==> config.mk <==
export PLATFORM = sky130hd
export DESIGN_NAME = mcl_channel
export DESIGN_NICKNAME = d
export VERILOG_FILES = /design/src/hw/mcl_pkg.sv /design/src/hw/mcl_channel.sv
export SDC_FILE = /design/constraint.sdc
export NUM_CORES = 1
export LEC_CHECK = 0
export BUFFER_PORTS_ARGS = -buffer_cell sky130_fd_sc_hd__buf_4
export CORE_ASPECT_RATIO = 2
export CORE_MARGIN = 2
export CORE_UTILIZATION = 30
export CTS_CLUSTER_SIZE = 8
export DETAILED_ROUTE_END_ITERATION = 10
export PLACE_DENSITY = 0.52
export SLEW_MARGIN = 40
export SYNTH_ARGS = -nofsm -noshare
export SYNTH_HDL_FRONTEND = slang
export SYNTH_SLANG_ARGS = --single-unit
==> constraint.sdc <==
create_clock -name clk_i -period 2.69 [get_ports clk_i]
set_input_delay 0.4035 -clock clk_i [delete_from_list [all_inputs] [get_ports clk_i]]
set_output_delay 0.4035 -clock clk_i [all_outputs]
set_load 0.05 [all_outputs]
==> src/hw/mcl_pkg.sv <==
// Purpose: constants and types shared by the manchester channel logic
// Assumes: 100 MHz system clock, 10 Mbps line rate
// Notes:   cycle counts other than PIPE_CYC derive from times in ns and the clock period
package mcl_pkg;

    // ************************************************************
    // timing
    // ************************************************************
    localparam int CLK_PERIOD_NS = 10;
    localparam int BIT_TIME_NS   = 100;
    localparam int EDGE_WIN_NS   = 160;
    localparam int FRAME_WAIT_NS = 800;

    localparam int CELL_CYC  = BIT_TIME_NS / CLK_PERIOD_NS;
    localparam int HALF_CYC  = CELL_CYC / 2;
    // sync (2) + window flop + output flag flop eat into the 160 ns budget
    localparam int PIPE_CYC  = 4;
    localparam int WIN_CYC   = EDGE_WIN_NS / CLK_PERIOD_NS - PIPE_CYC;
    // least time: round up
    localparam int WAIT_CYC  = (FRAME_WAIT_NS + CLK_PERIOD_NS - 1) / CLK_PERIOD_NS;
    // edge later than 3/4 cell after a mid-cell edge is the next mid-cell edge
    localparam int MID_MIN_CYC = (CELL_CYC * 3 + 3) / 4;

    localparam logic [3:0] CELL_LAST = 4'(CELL_CYC - 1);
    localparam logic [3:0] HALF_POS  = 4'(HALF_CYC);
    localparam logic [3:0] WIN_LOAD  = 4'(WIN_CYC);
    localparam logic [3:0] MID_MIN   = 4'(MID_MIN_CYC);
    localparam logic [3:0] SINCE_MAX = 4'hF;
    localparam logic [6:0] WAIT_LOAD = 7'(WAIT_CYC);

    // ************************************************************
    // preamble
    // ************************************************************
    localparam int          PRE_LEN  = 64;
    localparam logic [63:0] PRE_PAT  = 64'hAAAA_AAAA_AAAA_AAAB;
    localparam logic [5:0]  PRE_LAST = 6'(PRE_LEN - 1);

    // ************************************************************
    // types
    // ************************************************************
    typedef enum logic [1:0] {
        MCL_TX_IDLE = 2'h0,
        MCL_TX_PRE  = 2'h1,
        MCL_TX_DATA = 2'h2
    } mcl_tx_e;

    typedef enum logic [2:0] {
        MCL_FR_WAIT = 3'h0,
        MCL_FR_HOLD = 3'h1,
        MCL_FR_HUNT = 3'h2,
        MCL_FR_PASS = 3'h3,
        MCL_FR_DROP = 3'h4
    } mcl_fr_e;

    // one received bit towards the data link
    typedef struct packed {
        logic stb;
        logic data;
    } mcl_rxbit_s;

endpackage

==> src/hw/mcl_channel.sv <==
// Purpose: manchester encoder with preamble, decoder, collision and
//          activity indications, receive framing
// Assumes: line inputs are asynchronous; data link runs on clk_i
// Notes:   transmit bits pass a two-entry buffer; its ready stalls the link
`timescale 1ns/1ps
`default_nettype none

// Operation
// - manchester cells of 100 ns each
// - inverse bit first half, true bit second
// - first bit coded, no submitted bit lost
// - decoded output within 8 bit cells
// - tolerate partial first bit at start
// - decoder output may be garbage during collision
// - preamble before first data bit
// - 64-bit preamble ending 10101011, left first
// - collision during preamble skips remaining preamble
// - collision indication within 200 ns
// - collision indication only while transmitting
// - collision indication drops within 160 ns
// - activity flag for any station transmitting
// - activity flag within 200 ns
// - activity flag drops 160 ns after both gone
// - receive activity is retriggerable 160 ns window
// - wait 8 bit times before hunting marker
// - after double one forward decoded bits
// - double zero drops the whole frame
// - no extra bits after frame end
module mcl_channel #(
    parameter int BUF_DEPTH = 2                    // transmit buffer entries
) (
    input  wire logic              clk_i,          // 100 MHz system clock
    input  wire logic              sys_rst_i,      // async reset, active high
    input  wire logic              tx_valid_i,     // data link offers a bit
    input  wire logic              tx_data_i,      // offered bit
    output var  logic              tx_ready_o,     // buffer can take a bit
    output var  logic              tx_line_o,      // encoded transmit pair
    output var  logic              tx_en_o,        // encoder is sending
    input  wire logic              rx_line_i,      // receive pair, async
    input  wire logic              col_pres_i,     // collision pair, async
    output var  mcl_pkg::mcl_rxbit_s rx_bit_o,     // forwarded bit and strobe
    output var  logic              rx_frame_o,     // bits are being forwarded
    output var  logic              collision_indication_o, // to data link
    output var  logic              line_activity_flag_o    // to data link
);
    import mcl_pkg::*;

    // ************************************************************
    // input synchronisers and edge detection
    // ************************************************************
    logic [2:0] rx_sync_q;
    logic [2:0] col_sync_q;
    logic       rx_edge;
    logic       col_edge;

    always_ff @(posedge clk_i or posedge sys_rst_i) begin
        if (sys_rst_i) begin
            rx_sync_q  <= 3'h0;
            col_sync_q <= 3'h0;
        end else begin
            rx_sync_q  <= {rx_sync_q[1:0], rx_line_i};
            col_sync_q <= {col_sync_q[1:0], col_pres_i};
        end
    end

    // stage 0 is only read by stage 1
    assign rx_edge  = rx_sync_q[2] ^ rx_sync_q[1];
    assign col_edge = col_sync_q[2] ^ col_sync_q[1];

    // ************************************************************
    // retriggerable edge windows
    // ************************************************************
    logic [3:0] rx_win_q;
    logic [3:0] col_win_q;
    logic       rx_act;
    logic       col_act;

    always_ff @(posedge clk_i or posedge sys_rst_i) begin
        if (sys_rst_i) begin
            rx_win_q  <= 4'h0;
            col_win_q <= 4'h0;
        end else begin
            if (rx_edge) begin
                rx_win_q <= WIN_LOAD;
            end else if (rx_win_q != 4'h0) begin
                rx_win_q <= rx_win_q - 4'h1;
            end
            // a 10 MHz +-15% waveform edges every 6 cycles at most
            if (col_edge) begin
                col_win_q <= WIN_LOAD;
            end else if (col_win_q != 4'h0) begin
                col_win_q <= col_win_q - 4'h1;
            end
        end
    end

    assign rx_act  = (rx_win_q != 4'h0);
    assign col_act = (col_win_q != 4'h0);

    // ************************************************************
    // transmit buffer
    // ************************************************************
    logic [BUF_DEPTH-1:0] buf_mem_q;
    logic [$clog2(BUF_DEPTH)-1:0] wr_ptr_q;
    logic [$clog2(BUF_DEPTH)-1:0] rd_ptr_q;
    logic [$clog2(BUF_DEPTH):0]   cnt_q;
    logic [$clog2(BUF_DEPTH):0]   cnt_d;
    logic push;
    logic pop;
    logic buf_empty;

    assign push      = tx_valid_i & tx_ready_o;
    assign buf_empty = (cnt_q == '0);

    always_comb begin
        cnt_d = cnt_q;
        if (push && !pop) begin
            cnt_d = cnt_q + 1'b1;
        end else if (pop && !push) begin
            cnt_d = cnt_q - 1'b1;
        end
    end

    always_ff @(posedge clk_i or posedge sys_rst_i) begin
        if (sys_rst_i) begin
            buf_mem_q  <= '0;
            wr_ptr_q   <= '0;
            rd_ptr_q   <= '0;
            cnt_q      <= '0;
            tx_ready_o <= 1'b0;
        end else begin
            if (push) begin
                buf_mem_q[wr_ptr_q] <= tx_data_i;
                wr_ptr_q <= (wr_ptr_q == ($clog2(BUF_DEPTH))'(BUF_DEPTH - 1)) ?
                            '0 : wr_ptr_q + 1'b1;
            end
            if (pop) begin
                rd_ptr_q <= (rd_ptr_q == ($clog2(BUF_DEPTH))'(BUF_DEPTH - 1)) ?
                            '0 : rd_ptr_q + 1'b1;
            end
            cnt_q      <= cnt_d;
            // registered ready: never over-fills since it reflects cnt_d
            tx_ready_o <= (cnt_d != ($clog2(BUF_DEPTH)+1)'(BUF_DEPTH));
        end
    end

    // ************************************************************
    // encoder and preamble
    // ************************************************************
    mcl_tx_e    tx_st_q;
    logic [3:0] phase_q;
    logic [5:0] pre_idx_q;
    logic       cur_bit_q;
    logic       cell_end;

    assign cell_end = (phase_q == CELL_LAST);
    // a bit leaves the buffer only at the start of a data cell
    assign pop = !buf_empty &&
                 ((tx_st_q == MCL_TX_IDLE) ? 1'b0 :
                  (cell_end && (tx_st_q == MCL_TX_DATA ||
                   pre_idx_q == 6'h0 || collision_indication_o)));

    always_ff @(posedge clk_i or posedge sys_rst_i) begin
        if (sys_rst_i) begin
            tx_st_q   <= MCL_TX_IDLE;
            phase_q   <= 4'h0;
            pre_idx_q <= 6'h0;
            cur_bit_q <= 1'b0;
        end else begin
            case (tx_st_q)
                MCL_TX_IDLE: begin
                    phase_q <= 4'h0;
                    if (!buf_empty) begin
                        tx_st_q   <= MCL_TX_PRE;
                        pre_idx_q <= PRE_LAST;
                        cur_bit_q <= PRE_PAT[PRE_LAST];
                    end
                end
                MCL_TX_PRE: begin
                    phase_q <= cell_end ? 4'h0 : phase_q + 4'h1;
                    if (cell_end) begin
                        // jump waits for the cell end so no cell is cut short
                        if (pre_idx_q == 6'h0 || collision_indication_o) begin
                            tx_st_q   <= buf_empty ? MCL_TX_IDLE : MCL_TX_DATA;
                            cur_bit_q <= buf_mem_q[rd_ptr_q];
                        end else begin
                            pre_idx_q <= pre_idx_q - 6'h1;
                            cur_bit_q <= PRE_PAT[pre_idx_q - 6'h1];
                        end
                    end
                end
                MCL_TX_DATA: begin
                    // a dry buffer at a cell end closes the frame; the link must keep up
                    phase_q <= cell_end ? 4'h0 : phase_q + 4'h1;
                    if (cell_end) begin
                        tx_st_q   <= buf_empty ? MCL_TX_IDLE : MCL_TX_DATA;
                        cur_bit_q <= buf_mem_q[rd_ptr_q];
                    end
                end
                default: begin
                    tx_st_q <= MCL_TX_IDLE;
                end
            endcase
        end
    end

    always_ff @(posedge clk_i or posedge sys_rst_i) begin
        if (sys_rst_i) begin
            tx_line_o <= 1'b0;
            tx_en_o   <= 1'b0;
        end else begin
            tx_en_o <= (tx_st_q != MCL_TX_IDLE);
            if (tx_st_q == MCL_TX_IDLE) begin
                tx_line_o <= 1'b0;
            end else begin
                tx_line_o <= (phase_q < HALF_POS) ? ~cur_bit_q : cur_bit_q;
            end
        end
    end

    // ************************************************************
    // collision and activity indications
    // ************************************************************
    always_ff @(posedge clk_i or posedge sys_rst_i) begin
        if (sys_rst_i) begin
            collision_indication_o <= 1'b0;
            line_activity_flag_o   <= 1'b0;
        end else begin
            // transmitting means the encoder is not idle, preamble included
            collision_indication_o <= col_act && (tx_st_q != MCL_TX_IDLE);
            line_activity_flag_o   <= rx_act || col_act;
        end
    end

    // ************************************************************
    // decoder
    // ************************************************************
    logic [3:0] since_q;
    logic       dec_stb_q;
    logic       dec_bit_q;
    logic       mid_edge;

    // saturated counter treats the very first edge as mid-cell; a wrong
    // guess costs one bit, which framing never looks at
    assign mid_edge = rx_edge && (since_q >= MID_MIN);

    always_ff @(posedge clk_i or posedge sys_rst_i) begin
        if (sys_rst_i) begin
            since_q   <= SINCE_MAX;
            dec_stb_q <= 1'b0;
            dec_bit_q <= 1'b0;
        end else begin
            dec_stb_q <= mid_edge;
            if (mid_edge) begin
                since_q   <= 4'h0;
                dec_bit_q <= rx_sync_q[1];
            end else if (since_q != SINCE_MAX) begin
                since_q <= since_q + 4'h1;
            end
        end
    end

    // ************************************************************
    // receive framing
    // ************************************************************
    mcl_fr_e    fr_st_q;
    logic [6:0] wait_q;
    logic       prev_ok_q;
    logic       prev_bit_q;

    always_ff @(posedge clk_i or posedge sys_rst_i) begin
        if (sys_rst_i) begin
            fr_st_q    <= MCL_FR_WAIT;
            wait_q     <= 7'h0;
            prev_ok_q  <= 1'b0;
            prev_bit_q <= 1'b0;
        end else if (!line_activity_flag_o) begin
            fr_st_q   <= MCL_FR_WAIT;
            prev_ok_q <= 1'b0;
            wait_q    <= WAIT_LOAD;
        end else begin
            case (fr_st_q)
                MCL_FR_WAIT: begin
                    fr_st_q <= MCL_FR_HOLD;
                    wait_q  <= WAIT_LOAD - 7'h1;
                end
                MCL_FR_HOLD: begin
                    // bits decoded while holding never reach the hunt
                    if (wait_q == 7'h0) begin
                        fr_st_q <= MCL_FR_HUNT;
                    end else begin
                        wait_q <= wait_q - 7'h1;
                    end
                end
                MCL_FR_HUNT: begin
                    if (dec_stb_q) begin
                        prev_ok_q  <= 1'b1;
                        prev_bit_q <= dec_bit_q;
                        if (prev_ok_q && prev_bit_q && dec_bit_q) begin
                            fr_st_q <= MCL_FR_PASS;
                        end else if (prev_ok_q && !prev_bit_q && !dec_bit_q) begin
                            fr_st_q <= MCL_FR_DROP;
                        end
                    end
                end
                MCL_FR_PASS: begin
                    fr_st_q <= MCL_FR_PASS;
                end
                MCL_FR_DROP: begin
                    fr_st_q <= MCL_FR_DROP;
                end
                default: begin
                    fr_st_q <= MCL_FR_WAIT;
                end
            endcase
        end
    end

    // ************************************************************
    // receive bit stream to the data link
    // ************************************************************
    always_ff @(posedge clk_i or posedge sys_rst_i) begin
        if (sys_rst_i) begin
            rx_bit_o   <= '0;
            rx_frame_o <= 1'b0;
        end else begin
            // collision corrupts decoding; bits still flow, the link
            // is told through collision only while transmitting and drops them itself
            rx_frame_o    <= (fr_st_q == MCL_FR_PASS) && line_activity_flag_o;
            rx_bit_o.stb  <= dec_stb_q && (fr_st_q == MCL_FR_PASS) &&
                             line_activity_flag_o;
            rx_bit_o.data <= dec_bit_q;
        end
    end

endmodule

`default_nettype wire

# == Word-level counts from Yosys, hierarchy flattened ==
# Memories as Yosys holds them, arrays and structs flattened.
# Index checks and enable logic that the tools add are counted.
# classes
n_addsub,10
order_cmp,6
eq_ne,21
mux,48
n_bitwise,4
n_reduce_logical,45
# ops
op,n
$mux 4,7
$mux 6,3
$mux 1,16
$mux 3,5
$pmux 3 s5,1
$logic_and 1x1->1,14
$mux 2,7
$mux 7,2
$pmux 7 s2,1
$ne 2x2->1 const B,6
$pmux 6 s2,1
$reduce_and 4->1,3
$reduce_bool 2->1,6
$ne 3x3->1 const B,3
$add 4x1->4 const B,2
$ne 4x4->1 const B,2
$pmux 4 s2,1
$reduce_bool 4->1,2
$sub 4x1->4 const B,2
$logic_not 7->1,1
$lt 6x7->1 const B,1
$sub 7x1->7 const B,1
$eq 3x2->1 const B,2
$logic_not 6->1,1
30 further kinds,44
# totals
reg_bits,59
romBits,64
inputBits,6
out_inout_bits,8
elab_cells,162
mem_count,1
# mem_list
memory,depth,width,rd,rd_clocked_by_memory_dff,write_ports,line_no,source
(name not given),64,1,1,0,0,mcl_channel.sv:188,cur_bit_q <= PRE_PAT[pre_idx_q - 6'h1];

# == Depth between registers and ports, before layout ==
# Gate-level depths: netlist of run 1.
# depth
ltp_word,10
depth_mapped,7
ltp_nobuf,7

# == Worst setup path before layout of run 1 ==
# Ideal clock, no wire load.
# synth_path
kind,register -> register
start,register pre_idx_q[0]
end,register cur_bit_q
setup_time_ps,84
arrival_ps,1792
t_required_ps,2606
setup_slack_ps,814
stages_incl_launch_ff,8
path_buffers,0
period_less_slack_ps,1876
cell_sequence,dfrtp_1 -> inv_1 -> ha_1 -> or2_4 -> a2111oi_2 -> o221ai_1 -> a21o_1 -> a41oi_2
# synth_between
elab_chain_cells,6
elab_cells_between_ends,8
classes_between,add/sub: 1; mux: 4; reduce/logical: 2; memory: 1
# synth_lines
item,line_no,source
from (decl),mcl_channel.sv:152,logic [5:0] pre_idx_q;
from (signal assigned),mcl_channel.sv:187,pre_idx_q <= pre_idx_q - 6'h1;
$sub 6x1->6,mcl_channel.sv:188,
$mem_v2 64x1,--,
$mux 1 (implied by the code),mcl_channel.sv:188,
$mux 1 (*),mcl_channel.sv:183,if (pre_idx_q == 6'h0 || collision_indication_o) begin
$mux 1 (*),mcl_channel.sv:181,if (cell_end) begin
$pmux 1 s3 (*),mcl_channel.sv:170,case (tx_st_q)
to (signal assigned),mcl_channel.sv:176,cur_bit_q <= PRE_PAT[PRE_LAST];
to (signal assigned),mcl_channel.sv:185,cur_bit_q <= buf_mem_q[rd_ptr_q];
to (signal assigned),mcl_channel.sv:188,
to (decl),mcl_channel.sv:153,logic cur_bit_q;
# Mark *: on every way between the ends. The rest lies on a longest branch, timed or not. The select of a mux whose other input is x is not followed.
# A chain may end at the register's enable or synchronous reset.

# == Worst setup path in the final report of run 1 ==
# Ends and elaborated chain as after synthesis.

==> flow_metrics.env, run 1 <==
export IMPL_die_w_um=75.7
export IMPL_async_flop_share=1.00
export IMPL_avgRoutedWirePerCell_um=13.0
export IMPL_synth_nets=330
export IMPL_tns_ps=0
export IMPL_dieArea_mm2=0.0112
export IMPL_reg2reg_depth=7
export IMPL_path_max_fanout=7
export IMPL_port_buffers=13
export IMPL_htreeDepth=3
export IMPL_synth_edff_count=0
export IMPL_synth_top_area_frac=0.446
export IMPL_synth_seq_cells=59
export IMPL_place_area_mm2=0.00337
export IMPL_drive_gt1_frac=0.159
export IMPL_fmax_mhz=492
export IMPL_peakVddDrop_v=0.000487
export IMPL_final_antenna_net_count=0
export IMPL_pwr_density_cell_mw_per_mm2=1060
export IMPL_drt_iter0_markers=56
export IMPL_cts_tree="done"
export IMPL_finalInstanceArea_mm2=0.00368
export IMPL_tightestPinTransition_ps=613
export IMPL_first_pass_iters=4
export IMPL_core_area_mm2=0.0101
export IMPL_ys_flop_type="dfrtp_1"
export IMPL_maxSlewHeadroom=0.591
export IMPL_netlist_area_mm2=0.00309
export IMPL_cp_start_kind="flop"
export IMPL_yosysMostFrequentCell="dfrtp_1"
export IMPL_critPathRequiredTime_ps=2930
export IMPL_syn_avg_cell_area_um2=10.1
export IMPL_final_min_clock_period_ps=2030
export IMPL_syn_to_final_growth_pct=19.2
export IMPL_cts_num_sinks=59
export IMPL_hold_class="input port to asynchronous set/reset pin"
export IMPL_dpl_hpwl_mm=4.44
export IMPL_yosysTopAreaCell="dfrtp_1"
export IMPL_power_mw=3.89
export IMPL_grt_max_degree=35
export IMPL_globalRouteOverflowTotal=0
export IMPL_ys_warn_count=0
export IMPL_clk_path_buf_depth=2
export IMPL_regArea_mm2=0.00148
export IMPL_avgViaCountPerCell=4.77
export IMPL_status="complete, no violations"
export IMPL_slew_violations=0
export IMPL_synth_distinct_cells=55
export IMPL_numCtsBuffers=9
export IMPL_rows=52
export IMPL_endpoint_kind="flop"
export IMPL_diodes=0
export IMPL_grt_antenna_before_repair=0
export IMPL_cts_setup_buffers=0
export IMPL_grtUsageTotal=0.126
export IMPL_final_fill_count=1030
export IMPL_ctsHoldBuffers=0
export IMPL_grt_pass1_vias=2298
export IMPL_finalHoldViolCount=0
export IMPL_cts_resized=0
export IMPL_pin_count=14
export IMPL_worstPathArrival_ps=2270
export IMPL_gp_congestion=0.790
export IMPL_hold_ws_ps=165
export IMPL_ys_seq_area_frac=0.480
export IMPL_netlist_instances=305
export IMPL_grt_pass1_wl_mm=10.6
export IMPL_p_leak_nw=1.65
export IMPL_setup_violations=0
export IMPL_timing_max_cap_violations=0
export IMPL_drt_wl_total_mm=6.08
export IMPL_worstSetupPathType="flop to flop"
export IMPL_nNetsFinal=353
export IMPL_synthTopCellsByArea="dfrtp_1 45%, ha_1 7.7%, nor2_1 5.1%"
export IMPL_clock_latency_ps=320
export IMPL_rsz0062_at_grt="no"
export IMPL_fin_skew_ps=6.08
export IMPL_multiInputGateArea_mm2=0.00149
export IMPL_cts_root_buf="clkbuf_16"
export IMPL_path_clk_slew_ps=50
export IMPL_synth_top_cells_by_count="55 x dfrtp_1, 42 x nor2_1, 27 x inv_1"
export IMPL_drt_drc_violations_left=0
export IMPL_initial_utilization=0.306
export IMPL_dr_total_vias=2231
export IMPL_finalCritPeriodShare=0.755
export IMPL_fp_dieH_um=147
flip-flops by register name (all words and copies together), names as in the netlist, 2 cells and up:
register and count:
wait_q 7, phase_q 4, rx_win_q 4, pre_idx_q 6
cnt_q 2, fr_st_q 3, tx_st_q 2, buf_mem_q 2
col_sync_q 3, col_win_q 4, since_q 4, rx_sync_q 3
rx_bit_o 2
worst paths after layout:
kind,startpoint,end,slack [ps]
min in group clk_i,col_pres_i,col_sync_q[0],190
setup / recovery,pre_idx_q[0],cur_bit_q,660
hold reg to reg,rx_sync_q[0],rx_sync_q[1],340
hold / removal,sys_rst_i,wait_q[6],160
setup reg to reg,pre_idx_q[0],cur_bit_q,660
max in group asynchronous,sys_rst_i,since_q[1],1870
cells by family after synthesis:
logic type	count (synthesis)	share of synthesized area
AND/OR/NAND/NOR	113	0.191
AO/OA/AOI/OAI	66	0.158
flip-flops	59	0.480
buffers and inverters	30	0.0369
adder cells (fa/ha/maj)	19	0.0770
XOR/XNOR	10	0.0284
multiplexers	8	0.0284
area by class of cell:
type,instances,share of cell area
clock buffer,11,0.0633
clock inverter,5,0.0211
inverter,27,0.0276
multi-input combinational,216,0.405
sequential,59,0.403
tap,135,0.0459
timing repair buffer,15,0.0340
layout by cell type (no fill, tap or decap), drive strengths merged, types with 11 or more instances in the layout:
cell / count
buf: 15
nand2: 22
nor2: 42
ha: 19
dfrtp: 55
a21oi: 17
inv: 27
o21ai: 14
clkbuf: 11
critical path, stage by stage, from the launching register on:
cell and delay, ps:
dfrtp_1 440, inv_1 110, ha_1 240, or2_4 270
a2111oi_2 370, o221ai_1 170, a21o_1 180, a41oi_2 170
power by group:
group | internal [mW] | leakage (nW) | switching, mW
clock network | 0.807 | 0.150 | 0.384
logic | 0.535 | 0.823 | 0.749
registers | 1.17 | 0.676 | 0.253
total | 2.51 | 1.65 | 1.39
routing by layer:
layer / up-vias / GRT usage / wire length [um]
met2: 22 / 0.215 / 3300
met1: 1092 / 0.139 / 2510
met5: - / 0 / 0
met3: 10 / 0.0368 / 136
met4: 0 / 0.0553 / 129
li1: 1107 / - / -
through the flow:
step	instances	utilization	setup slack (ps)
after global routing	468	0.365	510
final	468	0.365	658
after global placement	452	0.334	726
after CTS	468	0.365	639
after detailed placement	452	0.334	649
after floorplan	305	-	814
No activity file was read; power rests on OpenSTA's default activity.
==> run 2: changes to the inputs <==
==> constraint.sdc (replaced) <==
create_clock -name clk_i -period 2.1 [get_ports clk_i]
set_input_delay 0.315 -clock clk_i [delete_from_list [all_inputs] [get_ports clk_i]]
set_output_delay 0.315 -clock clk_i [all_outputs]
set_load 0.05 [all_outputs]
==> flow_metrics.env, run 2 (synthesis results as in run 1) <==
export IMPL_maxSlewHeadroom=0.660
export IMPL_htreeDepth=3
export IMPL_cts_num_sinks=59
export IMPL_slowest_stage="dfrtp_1"
export IMPL_cts_setup_buffers=0
export IMPL_path_clk_slew_ps=50
export IMPL_worstSetupPathType="flop to flop"
export IMPL_regArea_mm2=0.00148
export IMPL_first_pass_iters=4
export IMPL_fmax_mhz=519
export IMPL_globalRouteOverflowTotal=0
export IMPL_r2r_slack_ps=170
export IMPL_worstSetupPathDepth=7
export IMPL_final_cell_mix="55 x dfrtp_1, 42 x nor2_1, 26 x inv_1, 22 x nand2_1, 20 x buf_4"
export IMPL_fp_dieH_um=147
export IMPL_clk_path_buf_depth=2
export IMPL_initial_utilization=0.306
export IMPL_setup_violations=0
export IMPL_ctsHoldBuffers=0
export IMPL_core_area_mm2=0.0101
export IMPL_final_min_clock_period_ps=1930
export IMPL_reg_top3="wait_q x7, pre_idx_q x6"
export IMPL_max_stage_delay_ps=420
export IMPL_nNetsFinal=358
export IMPL_gp_congestion=0.777
export IMPL_critical_path_buf_inv_count=1
export IMPL_status="complete, no violations"
export IMPL_fin_skew_ps=7.74
export IMPL_final_util=0.368
export IMPL_crit_chain="inv_1 > ha_1 > or2_4 > a2111oi_2 > o221ai_1 > a21o_1 > a41oi_2"
export IMPL_multiInputGateArea_mm2=0.00149
export IMPL_path_max_fanout=6
export IMPL_highest_layer="met4"
export IMPL_dieArea_mm2=0.0112
export IMPL_cts_resized=0
export IMPL_finalCritPeriodShare=0.918
export IMPL_timing_max_cap_violations=0
export IMPL_final_antenna_net_count=0
export IMPL_pwr_density_cell_mw_per_mm2=1370
export IMPL_avgViaCountPerCell=4.72
export IMPL_diodes=0
export IMPL_largest_register="wait_q"
export IMPL_cts_root_buf="clkbuf_16"
export IMPL_tightestPinTransition_ps=508
export IMPL_drt_wl_total_mm=6.23
export IMPL_drt_iter0_markers=64
export IMPL_m1WireLength_mm=2.46
export IMPL_crit_family="compound AO/OA/AOI/OAI gates"
export IMPL_largest_register_ffs=7
export IMPL_instances_no_fill=473
export IMPL_place_inst=457
export IMPL_p_leak_nw=1.68
export IMPL_slew_violations=0
export IMPL_port_buffers=13
export IMPL_drive_gt1_frac=0.172
export IMPL_rows=52
export IMPL_finalHoldViolCount=0
export IMPL_worstPathArrival_ps=2170
export IMPL_numCtsBuffers=9
export IMPL_power_mw=5.08
export IMPL_layout_commonest_cell="dfrtp_1"
export IMPL_syn_to_final_growth_pct=20.3
export IMPL_dr_wl_met3_um=181
export IMPL_grt_antenna_before_repair=0
export IMPL_grt_pass1_vias=2312
export IMPL_critPathRequiredTime_ps=2340
export IMPL_reg2reg_depth=7
export IMPL_dpl_hpwl_mm=4.67
export IMPL_dr_total_vias=2232
export IMPL_endpoint_kind="flop"
export IMPL_hold_ws_ps=21.1
export IMPL_grtUsageTotal=0.126
export IMPL_tns_ps=0
export IMPL_timing_rr_end="cur_bit_q"
export IMPL_cp_start_kind="flop"
export IMPL_rsz0062_at_grt="no"
export IMPL_peakVddDrop_v=0.000611
export IMPL_die_w_um=75.7
export IMPL_grt_max_degree=24
export IMPL_drt_drc_violations_left=0
export IMPL_clock_latency_ps=320
export IMPL_hold_class="input port to asynchronous set/reset pin"
export IMPL_wl_met2_mm=3.40
export IMPL_pin_count=14
export IMPL_cts_tree="done"
export IMPL_r2r_start="pre_idx_q[1]"
export IMPL_grt_pass1_wl_mm=10.7
export IMPL_avgRoutedWirePerCell_um=13.2
export IMPL_final_fill_count=1021
## run 2: cell count changes in the layout (fill, tap and decap cells not counted), sizes merged
cell,previous run,this run
buf,15,20
clkbuf,11,12
clkinvlp,1,0
## run 2: worst max path at each step
stage | start | slack, ps | to
final | pre_idx_q[1] | 170 | cur_bit_q
after global routing | pre_idx_q[1] | 30 | cur_bit_q
after CTS | pre_idx_q[1] | 160 | cur_bit_q
after detailed placement | pre_idx_q[1] | 160 | cur_bit_q
after global placement | pre_idx_q[1] | 210 | cur_bit_q
after floorplan | pre_idx_q[0] | 220 | cur_bit_q
## run 2: where the power goes
part	switching [mW]	total (mW)	leakage, nW	internal, mW
logic	0.999	1.72	0.842	0.720
registers	0.313	1.81	0.676	1.49
clock network	0.488	1.56	0.157	1.07
## run 2: routing by layer
layer | vias up | track usage
li1 | 1118 | -
met1 | 1077 | 0.132
met2 | 26 | 0.215
met3 | 11 | 0.0470
met4 | 0 | 0.0596
met5 | - | 0
## run 2: cell type report
type	instances	area share
timing repair buffer	20	0.0404
clock buffer	12	0.0664
inverter	27	0.0273
clock inverter	4	0.0199
tap	135	0.0455
multi-input combinational	216	0.402
sequential	59	0.399
## run 2: per-stage QoR
step | setup WS (ps) | area [um2]
3_5_place_dp | 165 | 3390
5_1_grt | 32.9 | 3710
2_1_floorplan | 224 | 3090
4_1_cts | 157 | 3710
6_report | 172 | 3710
3_3_place_gp | 210 | 3390
==> run 3: changes to the inputs <==
--- a/config.mk
+++ b/config.mk
@@ -7,11 +7,12 @@
 export LEC_CHECK = 0
 export BUFFER_PORTS_ARGS = -buffer_cell sky130_fd_sc_hd__buf_4
 export CORE_ASPECT_RATIO = 2
-export CORE_MARGIN = 2
-export CORE_UTILIZATION = 30
+export CORE_MARGIN = 3
+export CORE_UTILIZATION = 61
+export CTS_CLUSTER_DIAMETER = 60
 export CTS_CLUSTER_SIZE = 8
 export DETAILED_ROUTE_END_ITERATION = 10
-export PLACE_DENSITY = 0.52
+export PLACE_DENSITY = 0.86
 export SLEW_MARGIN = 40
 export SYNTH_ARGS = -nofsm -noshare
 export SYNTH_HDL_FRONTEND = slang
==> flow_metrics.env, run 3 (synthesis results as in run 1) <==
export IMPL_path_clk_slew_ps=70
export IMPL_crit_chain="inv_1 > ha_1 > or2_4 > a2111oi_2 > o221ai_1 > a21o_1 > a41oi_2"
export IMPL_drive_gt1_frac=0.175
export IMPL_hold_depth=1
export IMPL_avgRoutedWirePerCell_um=15.5
export IMPL_slew_violations=0
export IMPL_hold_path_startpoint="col_pres_i"
export IMPL_r2r_start="pre_idx_q[1]"
export IMPL_hold_end="col_sync_q[0]"
export IMPL_nNetsFinal=358
export IMPL_finalHoldViolCount=0
export IMPL_finalInstanceArea_mm2=0.00354
export IMPL_cts_num_sinks=59
export IMPL_multiInputGateArea_mm2=0.00149
export IMPL_cts_root_buf="clkbuf_8"
export IMPL_met1_usage=0.230
export IMPL_setup_violations=0
export IMPL_grt_antenna_before_repair=0
export IMPL_grtUsageMet3=0.0482
export IMPL_crit_family="compound AO/OA/AOI/OAI gates"
export IMPL_path_max_fanout=6
export IMPL_timing_max_cap_violations=0
export IMPL_dieArea_mm2=0.00600
export IMPL_cp_start_kind="flop"
export IMPL_reg2reg_depth=7
export IMPL_cts_resized=0
export IMPL_cts_tree="done"
export IMPL_seqPwrFrac=0.382
export IMPL_critPathRequiredTime_ps=2360
export IMPL_power_mw=4.73
export IMPL_switchingPower_mw=1.78
export IMPL_worstSetupPathType="flop to flop"
export IMPL_dr_total_vias=2335
export IMPL_slowest_stage="dfrtp_1"
export IMPL_busiest_layer="met2"
export IMPL_max_stage_delay_ps=420
export IMPL_fin_skew_ps=8.87
export IMPL_core_area_mm2=0.00486
export IMPL_grt_use_met2=0.415
export IMPL_reg_top3="wait_q x7, pre_idx_q x6"
export IMPL_tightestPinTransition_ps=581
export IMPL_intPower_mw=2.95
export IMPL_port_buffers=13
export IMPL_regArea_mm2=0.00148
export IMPL_first_pass_iters=4
export IMPL_timing_rr_end="cur_bit_q"
export IMPL_drt_iter0_markers=83
export IMPL_maxSlewHeadroom=0.612
export IMPL_final_cell_mix="55 x dfrtp_1, 42 x nor2_1, 26 x inv_1, 22 x nand2_1, 19 x ha_1"
export IMPL_clock_latency_ps=350
export IMPL_p_clk_frac=0.247
export IMPL_drt_wl_total_mm=6.11
export IMPL_globalRouteOverflowTotal=0
export IMPL_grt_pass1_vias=2395
export IMPL_p_leak_nw=1.64
export IMPL_rows=36
export IMPL_pin_count=14
export IMPL_diodes=0
export IMPL_largest_register_ffs=7
export IMPL_drt_drc_violations_left=0
export IMPL_die_w_um=56.3
export IMPL_p_sw_frac=0.376
export IMPL_final_util=0.727
export IMPL_status="complete, no violations"
export IMPL_syn_to_final_growth_pct=14.6
export IMPL_layout_commonest_cell="dfrtp_1"
export IMPL_final_min_clock_period_ps=1990
export IMPL_hold_class="input port to flop"
export IMPL_initial_utilization=0.635
export IMPL_avgViaCountPerCell=5.91
export IMPL_pwr_density_cell_mw_per_mm2=1340
export IMPL_place_inst=376
export IMPL_numCtsBuffers=9
export IMPL_critical_path_buf_inv_count=1
export IMPL_worstPathArrival_ps=2260
export IMPL_combPwrFrac=0.371
export IMPL_clk_path_buf_depth=2
export IMPL_grt_pass1_wl_mm=10.6
export IMPL_fmax_mhz=501
export IMPL_final_antenna_net_count=0
export IMPL_dpl_hpwl_mm=4.44
export IMPL_r2r_slack_ps=110
export IMPL_instances_no_fill=395
export IMPL_fp_dieH_um=107
export IMPL_finalCritPeriodShare=0.950
export IMPL_htreeDepth=3
export IMPL_peakVddDrop_v=0.00132
export IMPL_largest_register="wait_q"
export IMPL_gp_congestion=0.844
export IMPL_grtUsageTotal=0.230
export IMPL_final_fill_count=354
export IMPL_place_area_mm2=0.00329
export IMPL_endpoint_kind="flop"
export IMPL_grt_max_degree=41
export IMPL_worstSetupPathDepth=7
-- run 3: changes by cell type in the layout (fill, tap and decap cells not counted), sizes merged --
| cell | change |
|---|---|
| dlygate4sd3 | +1 |
| buf | -1 |
| clkbuf | -1 |
| clkinv | +1 |
-- run 3: metrics by stage --
| stage | TNS, ps | hold slack [ps] | setup WS (ps) |
|---|---|---|---|
| final | 0 | 75.8 | 106 |
| after global routing | -0.482 | 55.6 | -0.482 |
| after CTS | 0 | 68.2 | 108 |
| after detailed placement | 0 | 336 | 143 |
| after global placement | 0 | 333 | 237 |
| after floorplan | 0 | 331 | 224 |
-- run 3: what timing repair did --
item,4_1_cts,5_1_grt
setup buffers,0,2
hold buffers,1,0
hold endpoints to repair,19,0
endpoints found under the setup margin,0,1
-- run 3: cell type report --
type | count | share of cell area
Inverter | 27 | 0.0287
Timing Repair Buffer | 20 | 0.0467
Tap cell | 57 | 0.0202
Clock inverter | 5 | 0.0212
Sequential cell | 59 | 0.419
Multi-Input combinational cell | 216 | 0.422
Clock buffer | 11 | 0.0428
-- run 3: worst register-to-register path: cells and delay by family (launching register included) --
family	cells	cell delay (ps)
buf+inv	1	80
fa+ha+maj	1	220
simple gates	1	270
flops	1	420
compound gates	4	910
-- run 3: worst max path at each step --
| stage | start | slack, ps | endpoint |
|---|---|---|---|
| final | pre_idx_q[1] | 110 | cur_bit_q |
| after global routing | tx_st_q[1] | -0.5 | pre_idx_q[4] |
| after CTS | tx_st_q[0] | 110 | tx_st_q[1] |
| after detailed placement | pre_idx_q[1] | 140 | cur_bit_q |
| after global placement | pre_idx_q[1] | 240 | cur_bit_q |
| after floorplan | pre_idx_q[0] | 220 | cur_bit_q |
-- run 3: per-layer routing --
layer	vias up	routed length, um
met1	1138	2260
met3	25	181
met5	-	0
li1	1124	-
met4	0	259
met2	48	3410
-- run 3: power by group through the flow --
| stage | clock network [mW] | logic (mW) | registers [mW] |
|---|---|---|---|
| after global placement | 0 | 1.62 | 1.80 |
| final | 1.17 | 1.76 | 1.81 |
| after CTS | 1.18 | 1.72 | 1.80 |
| after detailed placement | 0 | 1.68 | 1.82 |
| after floorplan | 0 | 1.20 | 1.88 |
| after global routing | 1.24 | 1.97 | 1.85 |
